$ cat config.mk
export PLATFORM = sky130hd
export DESIGN_NAME = uss_top
export DESIGN_NICKNAME = d
export VERILOG_FILES = /design/src/inc/uss_pkg.sv /design/src/hw/uss_top.sv
export SDC_FILE = /design/constraint.sdc
export NUM_CORES = 1
export LEC_CHECK = 0
export BUFFER_PORTS_ARGS = -buffer_cell sky130_fd_sc_hd__buf_4
export CAP_MARGIN = 30
export CORE_ASPECT_RATIO = 0.5
export CORE_MARGIN = 1.5
export CORE_UTILIZATION = 55
export CTS_CLUSTER_DIAMETER = 40
export DETAILED_ROUTE_END_ITERATION = 8
export GPL_TIMING_DRIVEN = 0
export HOLD_SLACK_MARGIN = 0.05
export PLACE_DENSITY = 0.78
export SYNTH_ARGS = -nofsm -noshare
export SYNTH_HDL_FRONTEND = slang
export SYNTH_SLANG_ARGS = --single-unit
$ cat constraint.sdc
create_clock -name pclk -period 3.3 [get_ports pclk]
set_clock_uncertainty 0.2 [all_clocks]
set_input_delay 0.165 -clock pclk [delete_from_list [all_inputs] [get_ports pclk]]
set_output_delay 0.165 -clock pclk [all_outputs]
set_load 0.1 [all_outputs]
$ cat src/inc/uss_pkg.sv
package uss_pkg;
   // register byte offsets on the APB window
   localparam logic [7:0] USS_OFS_RCSTA = 8'h00;
   localparam logic [7:0] USS_OFS_TXSTA = 8'h04;
   localparam logic [7:0] USS_OFS_BAUD = 8'h08;
   localparam logic [7:0] USS_OFS_RXDATA = 8'h0C;
   localparam logic [7:0] USS_OFS_TXDATA = 8'h10;
   localparam logic [7:0] USS_OFS_IRQEN = 8'h14;
   localparam logic [7:0] USS_OFS_IRQFLG = 8'h18;
   localparam logic [7:0] USS_OFS_IRQPRI = 8'h1C;
   localparam logic [7:0] USS_OFS_CORE = 8'h20;
   // bit positions inside the irq, baud and core registers
   localparam int USS_BIT_RCIF = 5;
   localparam int USS_BIT_TXIF = 4;
   localparam int USS_BIT_RCIDL = 6;
   localparam int USS_BIT_CLOCK_POLARITY_SELECT = 4;
   localparam int USS_BIT_GIE = 7;
   localparam int USS_BIT_PERIPHERAL_IRQ_ENABLE = 6;
   localparam int USS_BIT_SLEEP = 0;
   // reset value and baud write mask
   localparam logic [7:0] USS_RST_REG = 8'h00;
   localparam logic [7:0] USS_BAUD_WMASK = 8'h1B;
   // core resumes here when the interrupt routine is called
   localparam logic [11:0] USS_ISR_VECTOR = 12'h004;
   localparam int USS_RX_FIFO_DEPTH = 2;
   localparam logic [3:0] USS_LEN8 = 4'h7;
   localparam logic [3:0] USS_LEN9 = 4'h8;

   typedef struct packed {
      logic serial_port_enable;
      logic rx9;
      logic single_receive_enable;
      logic continuous_receive_enable;
      logic adden;
      logic framing_error_flag;
      logic overrun_error_flag;
      logic received_ninth_bit;
   } uss_rcsta_t;

   typedef struct packed {
      logic clock_source_select;
      logic tx9;
      logic transmit_enable;
      logic sync;
      logic sendb;
      logic brgh;
      logic trmt;
      logic transmit_ninth_bit;
   } uss_txsta_t;
endpackage

$ cat src/hw/uss_top.sv
`timescale 1ns/10ps
module uss_top
   import uss_pkg::*;
#(
   parameter int RX_DEPTH = USS_RX_FIFO_DEPTH
) (
   input wire logic pclk,
   input wire logic presetn,
   input wire logic psel,
   input wire logic penable,
   input wire logic pwrite,
   input wire logic [7:0] paddr,
   input wire logic [31:0] pwdata,
   output logic [31:0] prdata,
   output logic pready,
   output logic pslverr,
   input wire logic shift_clock_pin,
   input wire logic serial_data_pin_in,
   output logic serial_data_pin_out,
   output logic serial_data_pin_oe,
   output logic irq_req,
   output logic wake,
   output logic isr_call,
   output logic [11:0] isr_addr
);
   localparam int PW = $clog2(RX_DEPTH) > 0 ? $clog2(RX_DEPTH) : 1;

   initial begin
      if (RX_DEPTH < 2 || (RX_DEPTH & (RX_DEPTH - 1)) != 0)
         $error("RX_DEPTH must be a power of two, at least 2");
   end

   function automatic logic hit(input logic [7:0] a, input logic [7:0] ofs);
      hit = (a[7:2] == ofs[7:2]);
   endfunction

   uss_rcsta_t rcsta_q;
   uss_txsta_t txsta_q;
   logic [7:0] baud_q, ie_q, ipr_q, core_q;
   logic pready_q, pslverr_q;
   logic [31:0] prdata_q;
   logic ck_s1_q, ck_s2_q, ck_s3_q, dt_s1_q, dt_s2_q;
   logic [8:0] rsr_q;
   logic [3:0] rx_cnt_q;
   logic [8:0] fifo_q [RX_DEPTH];
   logic [PW-1:0] wp_q, rp_q;
   logic [PW:0] fcnt_q;
   logic overrun_error_flag_q;
   logic [8:0] tsr_q, txb_q;
   logic [3:0] tx_cnt_q;
   logic busy_q, txb_v_q, dout_q;
   logic rcif_p_q, txif_p_q;
   logic irq_q, wake_q, call_q;
   // pin enable and vector are flops so that every output is registered
   logic tx_en_q;
   logic [11:0] isr_addr_q;

   // decoded bus strobes: a transfer completes when the slave has raised pready
   logic xfer, wr, rd, mapped;
   assign xfer = psel & penable & pready_q;
   // a refused offset must neither write a register nor pop the fifo
   assign wr = xfer & pwrite & mapped;
   assign rd = xfer & ~pwrite & mapped;
   assign mapped = paddr <= USS_OFS_CORE && paddr[1:0] == 2'b00;

   // mode decode
   logic slave_mode, rx_en, tx_en, clock_polarity_select, rise, fall, smp_edge, drv_edge;
   assign slave_mode = rcsta_q.serial_port_enable & txsta_q.sync & ~txsta_q.clock_source_select;
   // single-receive enable is not looked at in slave mode
   assign rx_en = slave_mode & rcsta_q.continuous_receive_enable;
   assign tx_en = slave_mode & txsta_q.transmit_enable & ~rcsta_q.continuous_receive_enable;
   assign clock_polarity_select = baud_q[USS_BIT_CLOCK_POLARITY_SELECT];
   assign rise = ck_s2_q & ~ck_s3_q;
   assign fall = ~ck_s2_q & ck_s3_q;
   // data is taken on one edge and launched on the other
   assign smp_edge = clock_polarity_select ? fall : rise;
   assign drv_edge = clock_polarity_select ? rise : fall;

   // pins cross into pclk through two flops before any edge logic looks at them
   always_ff @(posedge pclk or negedge presetn) begin
      if (!presetn) begin
         ck_s1_q <= 1'b0;
         ck_s2_q <= 1'b0;
         ck_s3_q <= 1'b0;
         dt_s1_q <= 1'b0;
         dt_s2_q <= 1'b0;
      end else begin
         ck_s1_q <= shift_clock_pin;
         ck_s2_q <= ck_s1_q;
         ck_s3_q <= ck_s2_q;
         dt_s1_q <= serial_data_pin_in;
         dt_s2_q <= dt_s1_q;
      end
   end

   // receive fifo status
   logic rx_empty, rx_full, rx_pop, rx_done, rx_push, rx_ovf, rcif, txif;
   logic [3:0] rx_last;
   assign rx_empty = (fcnt_q == '0);
   assign rx_full = (fcnt_q == (PW+1)'(RX_DEPTH));
   assign rx_last = rcsta_q.rx9 ? USS_LEN9 : USS_LEN8;
   // only the external clock edge advances the shifter; with no slave mode nothing moves,
   // which is also what keeps the unit quiet in sleep outside slave mode
   assign rx_done = rx_en & smp_edge & (rx_cnt_q == rx_last);
   assign rx_push = rx_done & ~rx_full;
   assign rx_ovf = rx_done & rx_full;
   assign rx_pop = rd & hit(paddr, USS_OFS_RXDATA) & ~rx_empty;
   assign rcif = ~rx_empty;
   assign txif = ~txb_v_q;

   // receive shifter: lsb first, bit index counts the position
   always_ff @(posedge pclk or negedge presetn) begin
      if (!presetn) begin
         rsr_q <= 9'h000;
         rx_cnt_q <= 4'h0;
      end else if (!rx_en) begin
         rx_cnt_q <= 4'h0;
      end else if (smp_edge) begin
         rsr_q[rx_cnt_q] <= dt_s2_q;
         rx_cnt_q <= (rx_cnt_q == rx_last) ? 4'h0 : rx_cnt_q + 4'h1;
      end
   end

   // word assembled from the shifter plus the bit arriving now
   logic [8:0] rx_word;
   always_comb begin
      rx_word = rsr_q;
      rx_word[rx_last] = dt_s2_q;
      if (!rcsta_q.rx9) begin
         rx_word[8] = 1'b0;
      end
   end

   // receive fifo; clearing port enable flushes it with the rest of the unit
   always_ff @(posedge pclk or negedge presetn) begin
      if (!presetn) begin
         wp_q <= '0;
         rp_q <= '0;
         fcnt_q <= '0;
      end else if (!rcsta_q.serial_port_enable) begin
         wp_q <= '0;
         rp_q <= '0;
         fcnt_q <= '0;
      end else begin
         if (rx_push) begin
            wp_q <= wp_q + 1'b1;
         end
         if (rx_pop) begin
            rp_q <= rp_q + 1'b1;
         end
         fcnt_q <= fcnt_q + (PW+1)'(rx_push) - (PW+1)'(rx_pop);
      end
   end

   // storage has no reset; only words counted by fcnt_q are ever read
   always_ff @(posedge pclk) begin
      if (rx_push) begin
         fifo_q[wp_q] <= rx_word;
      end
   end

   // overrun latches until receive enable or port enable is cleared
   always_ff @(posedge pclk or negedge presetn) begin
      if (!presetn) begin
         overrun_error_flag_q <= 1'b0;
      end else begin
         overrun_error_flag_q <= (overrun_error_flag_q | rx_ovf) & rcsta_q.continuous_receive_enable & rcsta_q.serial_port_enable;
      end
   end

   // transmit path: write fills the shift register first, then the buffer
   logic tx_wr, tx_done, txb_load;
   logic [8:0] tx_word;
   logic [3:0] tx_last;
   assign tx_last = txsta_q.tx9 ? USS_LEN9 : USS_LEN8;
   assign tx_word = {txsta_q.tx9 & txsta_q.transmit_ninth_bit, pwdata[7:0]};
   assign tx_wr = wr & hit(paddr, USS_OFS_TXDATA) & rcsta_q.serial_port_enable;
   assign tx_done = tx_en & busy_q & smp_edge & (tx_cnt_q == tx_last);
   assign txb_load = tx_wr & ((busy_q & ~tx_done) | (tx_done & txb_v_q));

   always_ff @(posedge pclk or negedge presetn) begin
      if (!presetn) begin
         tsr_q <= 9'h000;
         busy_q <= 1'b0;
         tx_cnt_q <= 4'h0;
      end else if (!rcsta_q.serial_port_enable) begin
         busy_q <= 1'b0;
         tx_cnt_q <= 4'h0;
      end else if (tx_done) begin
         // emptied shifter takes the pending byte first
         tsr_q <= txb_v_q ? txb_q : tx_word;
         busy_q <= txb_v_q | tx_wr;
         tx_cnt_q <= 4'h0;
      end else if (tx_wr && !busy_q) begin
         tsr_q <= tx_word;
         busy_q <= 1'b1;
         tx_cnt_q <= 4'h0;
      end else if (tx_en && busy_q && smp_edge) begin
         tx_cnt_q <= tx_cnt_q + 4'h1;
      end
   end

   always_ff @(posedge pclk or negedge presetn) begin
      if (!presetn) begin
         txb_q <= 9'h000;
         txb_v_q <= 1'b0;
      end else if (!rcsta_q.serial_port_enable) begin
         txb_v_q <= 1'b0;
      end else if (txb_load) begin
         txb_q <= tx_word;
         txb_v_q <= 1'b1;
      end else if (tx_done) begin
         txb_v_q <= 1'b0;
      end
   end

   // data pin: first bit appears at load, later bits on the launch edge
   always_ff @(posedge pclk or negedge presetn) begin
      if (!presetn) begin
         dout_q <= 1'b0;
      end else if ((tx_wr && !busy_q) || tx_done) begin
         dout_q <= (tx_done && txb_v_q) ? txb_q[0] : tx_word[0];
      end else if (tx_en && busy_q && drv_edge) begin
         dout_q <= tsr_q[tx_cnt_q];
      end
   end

   // wake and interrupt call from rising flags; the interrupt request follows the flag levels
   logic rc_evt, tx_evt, wake_evt;
   assign rc_evt = rcif & ~rcif_p_q & ie_q[USS_BIT_RCIF];
   assign tx_evt = txif & ~txif_p_q & ie_q[USS_BIT_TXIF] & core_q[USS_BIT_PERIPHERAL_IRQ_ENABLE];
   assign wake_evt = core_q[USS_BIT_SLEEP] & (rc_evt | tx_evt);

   always_ff @(posedge pclk or negedge presetn) begin
      if (!presetn) begin
         rcif_p_q <= 1'b0;
         txif_p_q <= 1'b1;
         irq_q <= 1'b0;
         wake_q <= 1'b0;
         call_q <= 1'b0;
      end else begin
         rcif_p_q <= rcif;
         txif_p_q <= txif;
         irq_q <= core_q[USS_BIT_PERIPHERAL_IRQ_ENABLE] & ((rcif & ie_q[USS_BIT_RCIF]) | (txif & ie_q[USS_BIT_TXIF]));
         wake_q <= wake_evt;
         call_q <= wake_evt & core_q[USS_BIT_GIE];
      end
   end

   // control registers; the wake event beats a same-cycle sleep write
   always_ff @(posedge pclk or negedge presetn) begin
      if (!presetn) begin
         rcsta_q <= uss_rcsta_t'(USS_RST_REG);
         txsta_q <= uss_txsta_t'(USS_RST_REG);
         baud_q <= USS_RST_REG;
         ie_q <= USS_RST_REG;
         ipr_q <= USS_RST_REG;
         core_q <= USS_RST_REG;
      end else begin
         if (wr && hit(paddr, USS_OFS_RCSTA)) begin
            rcsta_q <= uss_rcsta_t'({pwdata[7:3], 3'b000});
         end
         if (wr && hit(paddr, USS_OFS_TXSTA)) begin
            txsta_q <= uss_txsta_t'({pwdata[7:2], 1'b0, pwdata[0]});
         end
         if (wr && hit(paddr, USS_OFS_BAUD)) begin
            baud_q <= pwdata[7:0] & USS_BAUD_WMASK;
         end
         if (wr && hit(paddr, USS_OFS_IRQEN)) begin
            ie_q <= pwdata[7:0];
         end
         if (wr && hit(paddr, USS_OFS_IRQPRI)) begin
            ipr_q <= pwdata[7:0];
         end
         if (wake_evt) begin
            core_q <= {core_q[7:1], 1'b0};
         end else if (wr && hit(paddr, USS_OFS_CORE)) begin
            core_q <= {pwdata[7:6], 5'b00000, pwdata[0]};
         end
      end
   end

   // read mux with live status fields
   logic [7:0] rd_val;
   always_comb begin
      rd_val = 8'h00;
      unique case (1'b1)
         hit(paddr, USS_OFS_RCSTA): begin
            rd_val = {rcsta_q[7:3], 1'b0, overrun_error_flag_q, rcsta_q.rx9 & ~rx_empty & fifo_q[rp_q][8]};
         end
         hit(paddr, USS_OFS_TXSTA): rd_val = {txsta_q[7:2], ~busy_q, txsta_q.transmit_ninth_bit};
         hit(paddr, USS_OFS_BAUD): begin
            rd_val = baud_q;
            rd_val[USS_BIT_RCIDL] = ~rx_en;
         end
         hit(paddr, USS_OFS_RXDATA): rd_val = rx_empty ? 8'h00 : fifo_q[rp_q][7:0];
         hit(paddr, USS_OFS_IRQEN): rd_val = ie_q;
         hit(paddr, USS_OFS_IRQFLG): begin
            rd_val[USS_BIT_RCIF] = rcif;
            rd_val[USS_BIT_TXIF] = txif;
         end
         hit(paddr, USS_OFS_IRQPRI): rd_val = ipr_q;
         hit(paddr, USS_OFS_CORE): rd_val = core_q;
         default: rd_val = 8'h00;
      endcase
   end

   // apb slave: one wait state, answer registered in the access phase
   always_ff @(posedge pclk or negedge presetn) begin
      if (!presetn) begin
         pready_q <= 1'b0;
         pslverr_q <= 1'b0;
         prdata_q <= 32'h0000_0000;
      end else begin
         pready_q <= psel & penable & ~pready_q;
         pslverr_q <= psel & penable & ~pready_q & ~mapped;
         prdata_q <= (psel && penable && !pready_q && !pwrite && mapped) ? {24'h00_0000, rd_val} : 32'h0000_0000;
      end
   end

   assign prdata = prdata_q;
   assign pready = pready_q;
   assign pslverr = pslverr_q;
   assign serial_data_pin_out = dout_q;
   assign serial_data_pin_oe = tx_en_q;
   assign irq_req = irq_q;
   assign wake = wake_q;
   assign isr_call = call_q;
   assign isr_addr = isr_addr_q;

   // registered pin enable and vector
   always_ff @(posedge pclk or negedge presetn) begin
      if (!presetn) begin
         tx_en_q <= 1'b0;
         isr_addr_q <= 12'h000;
      end else begin
         tx_en_q <= tx_en;
         isr_addr_q <= (wake_evt && core_q[USS_BIT_GIE]) ? USS_ISR_VECTOR : 12'h000;
      end
   end
endmodule

# After elaboration in Yosys (flattened, before gate mapping)
# Memory sizes are Yosys's and may differ from the RTL's.
# Index checks and enable logic that the tools add are counted.
# W data, S select, Z words.
# word_totals
inputBits,47
mem_bits_rw,18
n_memories,1
reg_bits,102
wordCells,219
# op_classes
n_reduce_logical,33
magnitude_cmp,6
n_eq_ne,17
n_mux,47
bitwise_logic,65
n_addsub,6
# mem_list
name,words,word_bits,rd,rd_ports_with_merged_regs,write_ports,line,source
fifo_q,2,9,1,0,1,uss_top.sv:45,logic [8:0] fifo_q [RX_DEPTH];
# op_table
operator,n
$and A1 B1 Y1,44
$mux W4,9
$pmux W2 S7,2
$pmux W4 S7,1
$mux W9,3
$eq A6 B3 Y1 const B,4
$mux W1,23
$logic_and A1 B1 Y1,19
$bwmux W9,2
$mux W8,2
$not A1 Y1,16
$lt A4 B5 Y1 const B,3
$eq A6 B2 Y1 const B,2
$add A4 B1 Y4 const B,2
$demux W1 S4,2
$eq A4 B4 Y1,2
$ge A4 B1 Y1 const B,2
$le A8 B6 Y1 const B,1
$reduce_and A2 Y1,4
$eq A6 B1 Y1 const B,1
$eq A6 B4 Y1 const B,1
$logic_not A6 Y1,1
$ne A2 B1 Y1 const B,3
$ne A3 B1 Y1 const B,2
13 further kinds,23

# Longest topological paths before layout
# logic_depth
depth_word,13
mapped_depth,10

# Worst setup path after synthesis
# Ideal clock, no wire load.
# synth_path
path_kind,register to register
from,reg pready_q (netlist: pready)
to,reg baud_q[1]
path_stages_with_launch,5
required_ns,2.975
t_arrival_ns,2.273
synth_period_minus_slack_ns,2.598
slack_ns,0.702
path_cell_list,dfrtp_1 and3_1 nand4_2 nor4b_4 mux2_2
# synth_via
elab_chain_len,4
# synth_rtl
element,line,source
from (decl),uss_top.sv:40,"logic pready_q, pslverr_q;"
from (signal assigned),uss_top.sv:315,pready_q <= psel & penable & ~pready_q;
$and A1 B1 Y1,uss_top.sv:60,assign xfer = psel & penable & pready_q;
$and A1 B1 Y1 (2 in series),uss_top.sv:62,assign wr = xfer & pwrite & mapped;
$logic_and A1 B1 Y1,uss_top.sv:266,"if (wr && hit(paddr, USS_OFS_BAUD)) begin"
to (signal assigned),uss_top.sv:267,baud_q <= pwdata[7:0] & USS_BAUD_WMASK;
to (decl),uss_top.sv:39,"logic [7:0] baud_q, ie_q, ipr_q, core_q;"
# Every way passes these cells.
# A chain may end at the register's enable or synchronous reset.

# Worst setup path after layout
# layout_path
from,reg txsta_q[7] (netlist name)
to,"mem fifo_q[0][1], enable pin"
# layout_via
elab_chain_len,8
# layout_rtl
element,line,source
from (decl),uss_top.sv:38,uss_txsta_t txsta_q;
from (signal assigned),uss_top.sv:254,txsta_q <= uss_txsta_t'(USS_RST_REG);
from (signal assigned),uss_top.sv:264,"txsta_q <= uss_txsta_t'({pwdata[7:2], 1'b0, pwdata[0]});"
$not A1 Y1,uss_top.sv:68,assign slave_mode = rcsta_q.serial_port_enable & txsta_q.sync & ~txsta_q.clock_source_select;
$and A1 B1 Y1,uss_top.sv:68,
$and A1 B1 Y1,uss_top.sv:70,assign rx_en = slave_mode & rcsta_q.continuous_receive_enable;
$and A1 B1 Y1 (2 in series),uss_top.sv:104,assign rx_done = rx_en & smp_edge & (rx_cnt_q == rx_last);
$and A1 B1 Y1,uss_top.sv:105,assign rx_push = rx_done & ~rx_full;
$mux W1,uss_top.sv:157,if (rx_push) begin
$mux W1 (not written as such),uss_top.sv:158,fifo_q[wp_q] <= rx_word;
to (decl),uss_top.sv:45,
# Every way passes these cells.

==> flow_metrics.py <==
metrics = {
    "run_status": {
        "status": "completed",
    },
    "worst_setup_path": {
        "critPathMaxFanout": 9,
        "worstReg2RegStart": "txsta_q[7]",
        "cp.arrival_ns": 2.89,
        "r2r_cells": 4,
        "crit_path_end_kind": "flip-flop",
        "crit_required_ns": 3.14,
        "timing.rr.end": "fifo_q[0][1]",
        "path_class": "reg -> reg",
        "r2r_slack_ns": 0.25,
        "crit_path_start": "txsta_q[7]",
        "start_kind": "flip-flop",
        "endpoint": "fifo_q[0][1]",
    },
    "power_and_ir_drop": {
        "total_power_mw": 3.525,
        "p_per_area_mw_per_mm2": 497.3,
        "vdd_ir_drop_max_mv": 0.3524,
        "p_leak_nw": 3.259,
    },
    "place": {
        "gp_congestion": 0.8827,
        "dp_hpwl_um": 8705,
        "place_ws_ns": 0.3374,
        "port_buffers": 38,
        "dp_cells": 706,
        "placed_cell_area_mm2": 0.006329,
    },
    "yosys": {
        "synth_area_mm2": 0.005713,
        "synthCells": 493,
        "ys_types": 65,
        "synth_top_area_frac": 0.4249,
        "synth_seq_area_share": 0.5241,
        "synth-edff-count": 18,
        "ys_warn_count": 0,
        "synth_area_leader_cell": "dfrtp_1",
        "syn_area_per_cell_um2": 11.59,
        "ys.flop_type": "dfrtp_1",
        "postSynth.asyncResetShare": 0.8448,
        "synth.ff_latch_count": 116,
        "synth_area_leaders": "dfrtp_1 (42%), edfxtp_1 (9.5%), mux2_2 (8.7%), buf_4 (4.7%), mux2i_1 (3.2%)",
    },
    "sta": {
        "worst_slack_ns": 0.2512,
        "setup-violations-final": 0,
        "slew_violations": 0,
        "post-route-period-util": 0.9239,
        "relSlewSlack": 0.5167,
        "tns_ns": 0,
        "hold_slack_ns": 0.07665,
        "rsz0062_at_grt": "false",
        "fmax_mhz": 328.0,
        "tightestPinTransition_ns": 0.7223,
        "finalCriticalPeriod_ns": 3.049,
        "hold_viol": 0,
    },
    "global_route": {
        "grt_pass1_wl_um": 20540,
        "grt_use_met1": 0.2932,
        "met3_usage": 0.07879,
        "antenna_found_initial": 0,
        "grt_pass1_vias": 4033,
        "grt_busiest_layer": "met2",
        "gr-usage-met2": 0.4309,
        "overflow": 0,
        "grt_max_degree": 57,
        "track_usage": 0.2490,
    },
    "drt": {
        "ant_nets": 0,
        "drt_wl_total_um": 12920,
        "drt_iter0_markers": 259,
        "wl_per_cell_um": 17.02,
        "post-route-drc-count": 0,
        "firstDrtPassIters": 6,
        "via_per_inst": 5.478,
        "vias": 4158,
    },
    "cts": {
        "clockRootBuffer": "clkbuf_16",
        "cts_tree": "yes",
        "ctsLongestPathBuffers": 2,
        "postCtsSetupBuffers": 0,
        "numCtsBuffers": 17,
        "path_clk_slew_ns": 0.05,
        "clock_latency_ns": 0.41,
        "clkSinkCount": 116,
        "htree_levels": 4,
    },
    "floorplan": {
        "die-area_mm2": 0.01104,
        "die_h_um": 75.07,
        "ios": 98,
        "initial_core_util": 0.5629,
        "core_mm2": 0.01015,
        "die_w_um": 147.1,
        "num_rows": 26,
    },
    "final_layout": {
        "n_antenna_cell": 0,
        "final_cell_mix": "dfrtp_1 (97), buf_4 (74), mux2_2 (44)",
        "final_cell_area_mm2": 0.007088,
        "post-route-util": 0.6983,
        "final_cells": 759,
        "final_common_cell": "dfrtp_1",
        "syn2layout_area_growth_pct": 24.07,
        "drive_gt1_frac": 0.2859,
        "fin_nets": 660,
    },
    "run": {
        "drv_cap": 0,
    },
    "min_path": {
        "min-delay-path-class": "in -> reg",
    },
}
registers in the layout, indices dropped and copies added, names as in the netlist, 2 cells and up:
name,count
prdata,8
ie_q,8
txsta_q,7
fifo_q,18
rx_cnt_q,4
tx_cnt_q,4
tsr_q,9
txb_q,9
rcsta_q,5
fcnt_q,2
core_q,3
baud_q,4
rsr_q,8
ipr_q,8
cell usage after synthesis, drive strengths merged (2+ instances only):
cell type	number
a211oi	2
a21oi	27
a221oi	3
a222oi	2
a22oi	4
a31oi	4
and2	10
and3	6
buf	45
clkbuf	9
dfrtp	97
edfxtp	18
ha	7
inv	17
mux2	45
mux2i	18
nand2	41
nand2b	6
nand3	12
nand3b	3
nand4	8
nand4b	2
nor2	25
nor2b	5
nor3	7
nor3b	3
nor4	5
nor4b	6
o21ai	19
o22ai	4
o31ai	2
o32ai	7
xnor2	2
xor2	5
worst min path at each step:
stage	slack (ns)	to	startpoint	cells past startpoint
2_1_floorplan	-0.33	baud_q[0]	presetn	0
3_3_place_gp	0.08	ck_s1_q	shift_clock_pin	1
3_5_place_dp	0.001	tsr_q[2]	presetn	1
4_1_cts	0.07	prdata[3]	paddr[4]	4
5_1_grt	0.10	prdata[3]	paddr[4]	4
6_report	0.08	prdata[3]	paddr[4]	4
timing repair:
action	CTS	global route
resized for setup	0	0
hold buffers	21	0
hold endpoints to repair	147	0
logic make-up (layout without fill, tap and decap cells):
kind of cell	count (synthesis)	in the layout	share of synthesized area
xor gates and xnor gates	7	7	0.01073
and+or+nand+nor	145	145	0.1603
muxes	63	63	0.1202
buffers and inverters	71	163	0.07337
DFF	116	116	0.5241
adders and majority gates	7	7	0.01533
other	1	35	0.0006564
AOI/OAI and AO/OA	83	83	0.09527
routing by layer:
metal,part of all wire,vias up
met5,0,-
met4,0.024,0
met3,0.083,32
met2,0.49,184
met1,0.40,2010
li1,-,1932
where the power goes:
part | switching [mW] | internal, mW | total (mW)
registers | 0.00292 | 1.46 | 1.46
logic | 0.271 | 0.0855 | 0.357
clock network | 0.613 | 1.10 | 1.71
area by class of cell:
type                    instances  area (um2)
clock inverters                12       112.6
well taps                     140       175.2
repair buffers                 60       523.0
flip-flops and latches        116        2994
plain buffers                  54       355.3
clock buffers                  20       436.7
fillers                       696        3062
multi-input cells             340        2427
inverters                      17       63.81
critical path: stages (launching register included):
cell and delay, ns:
dfrtp_1 0.45, nand4b_1 0.61, nor4_1 0.69, inv_1 0.15, nor2_1 0.59
No activity file was read; power rests on OpenSTA's default activity.
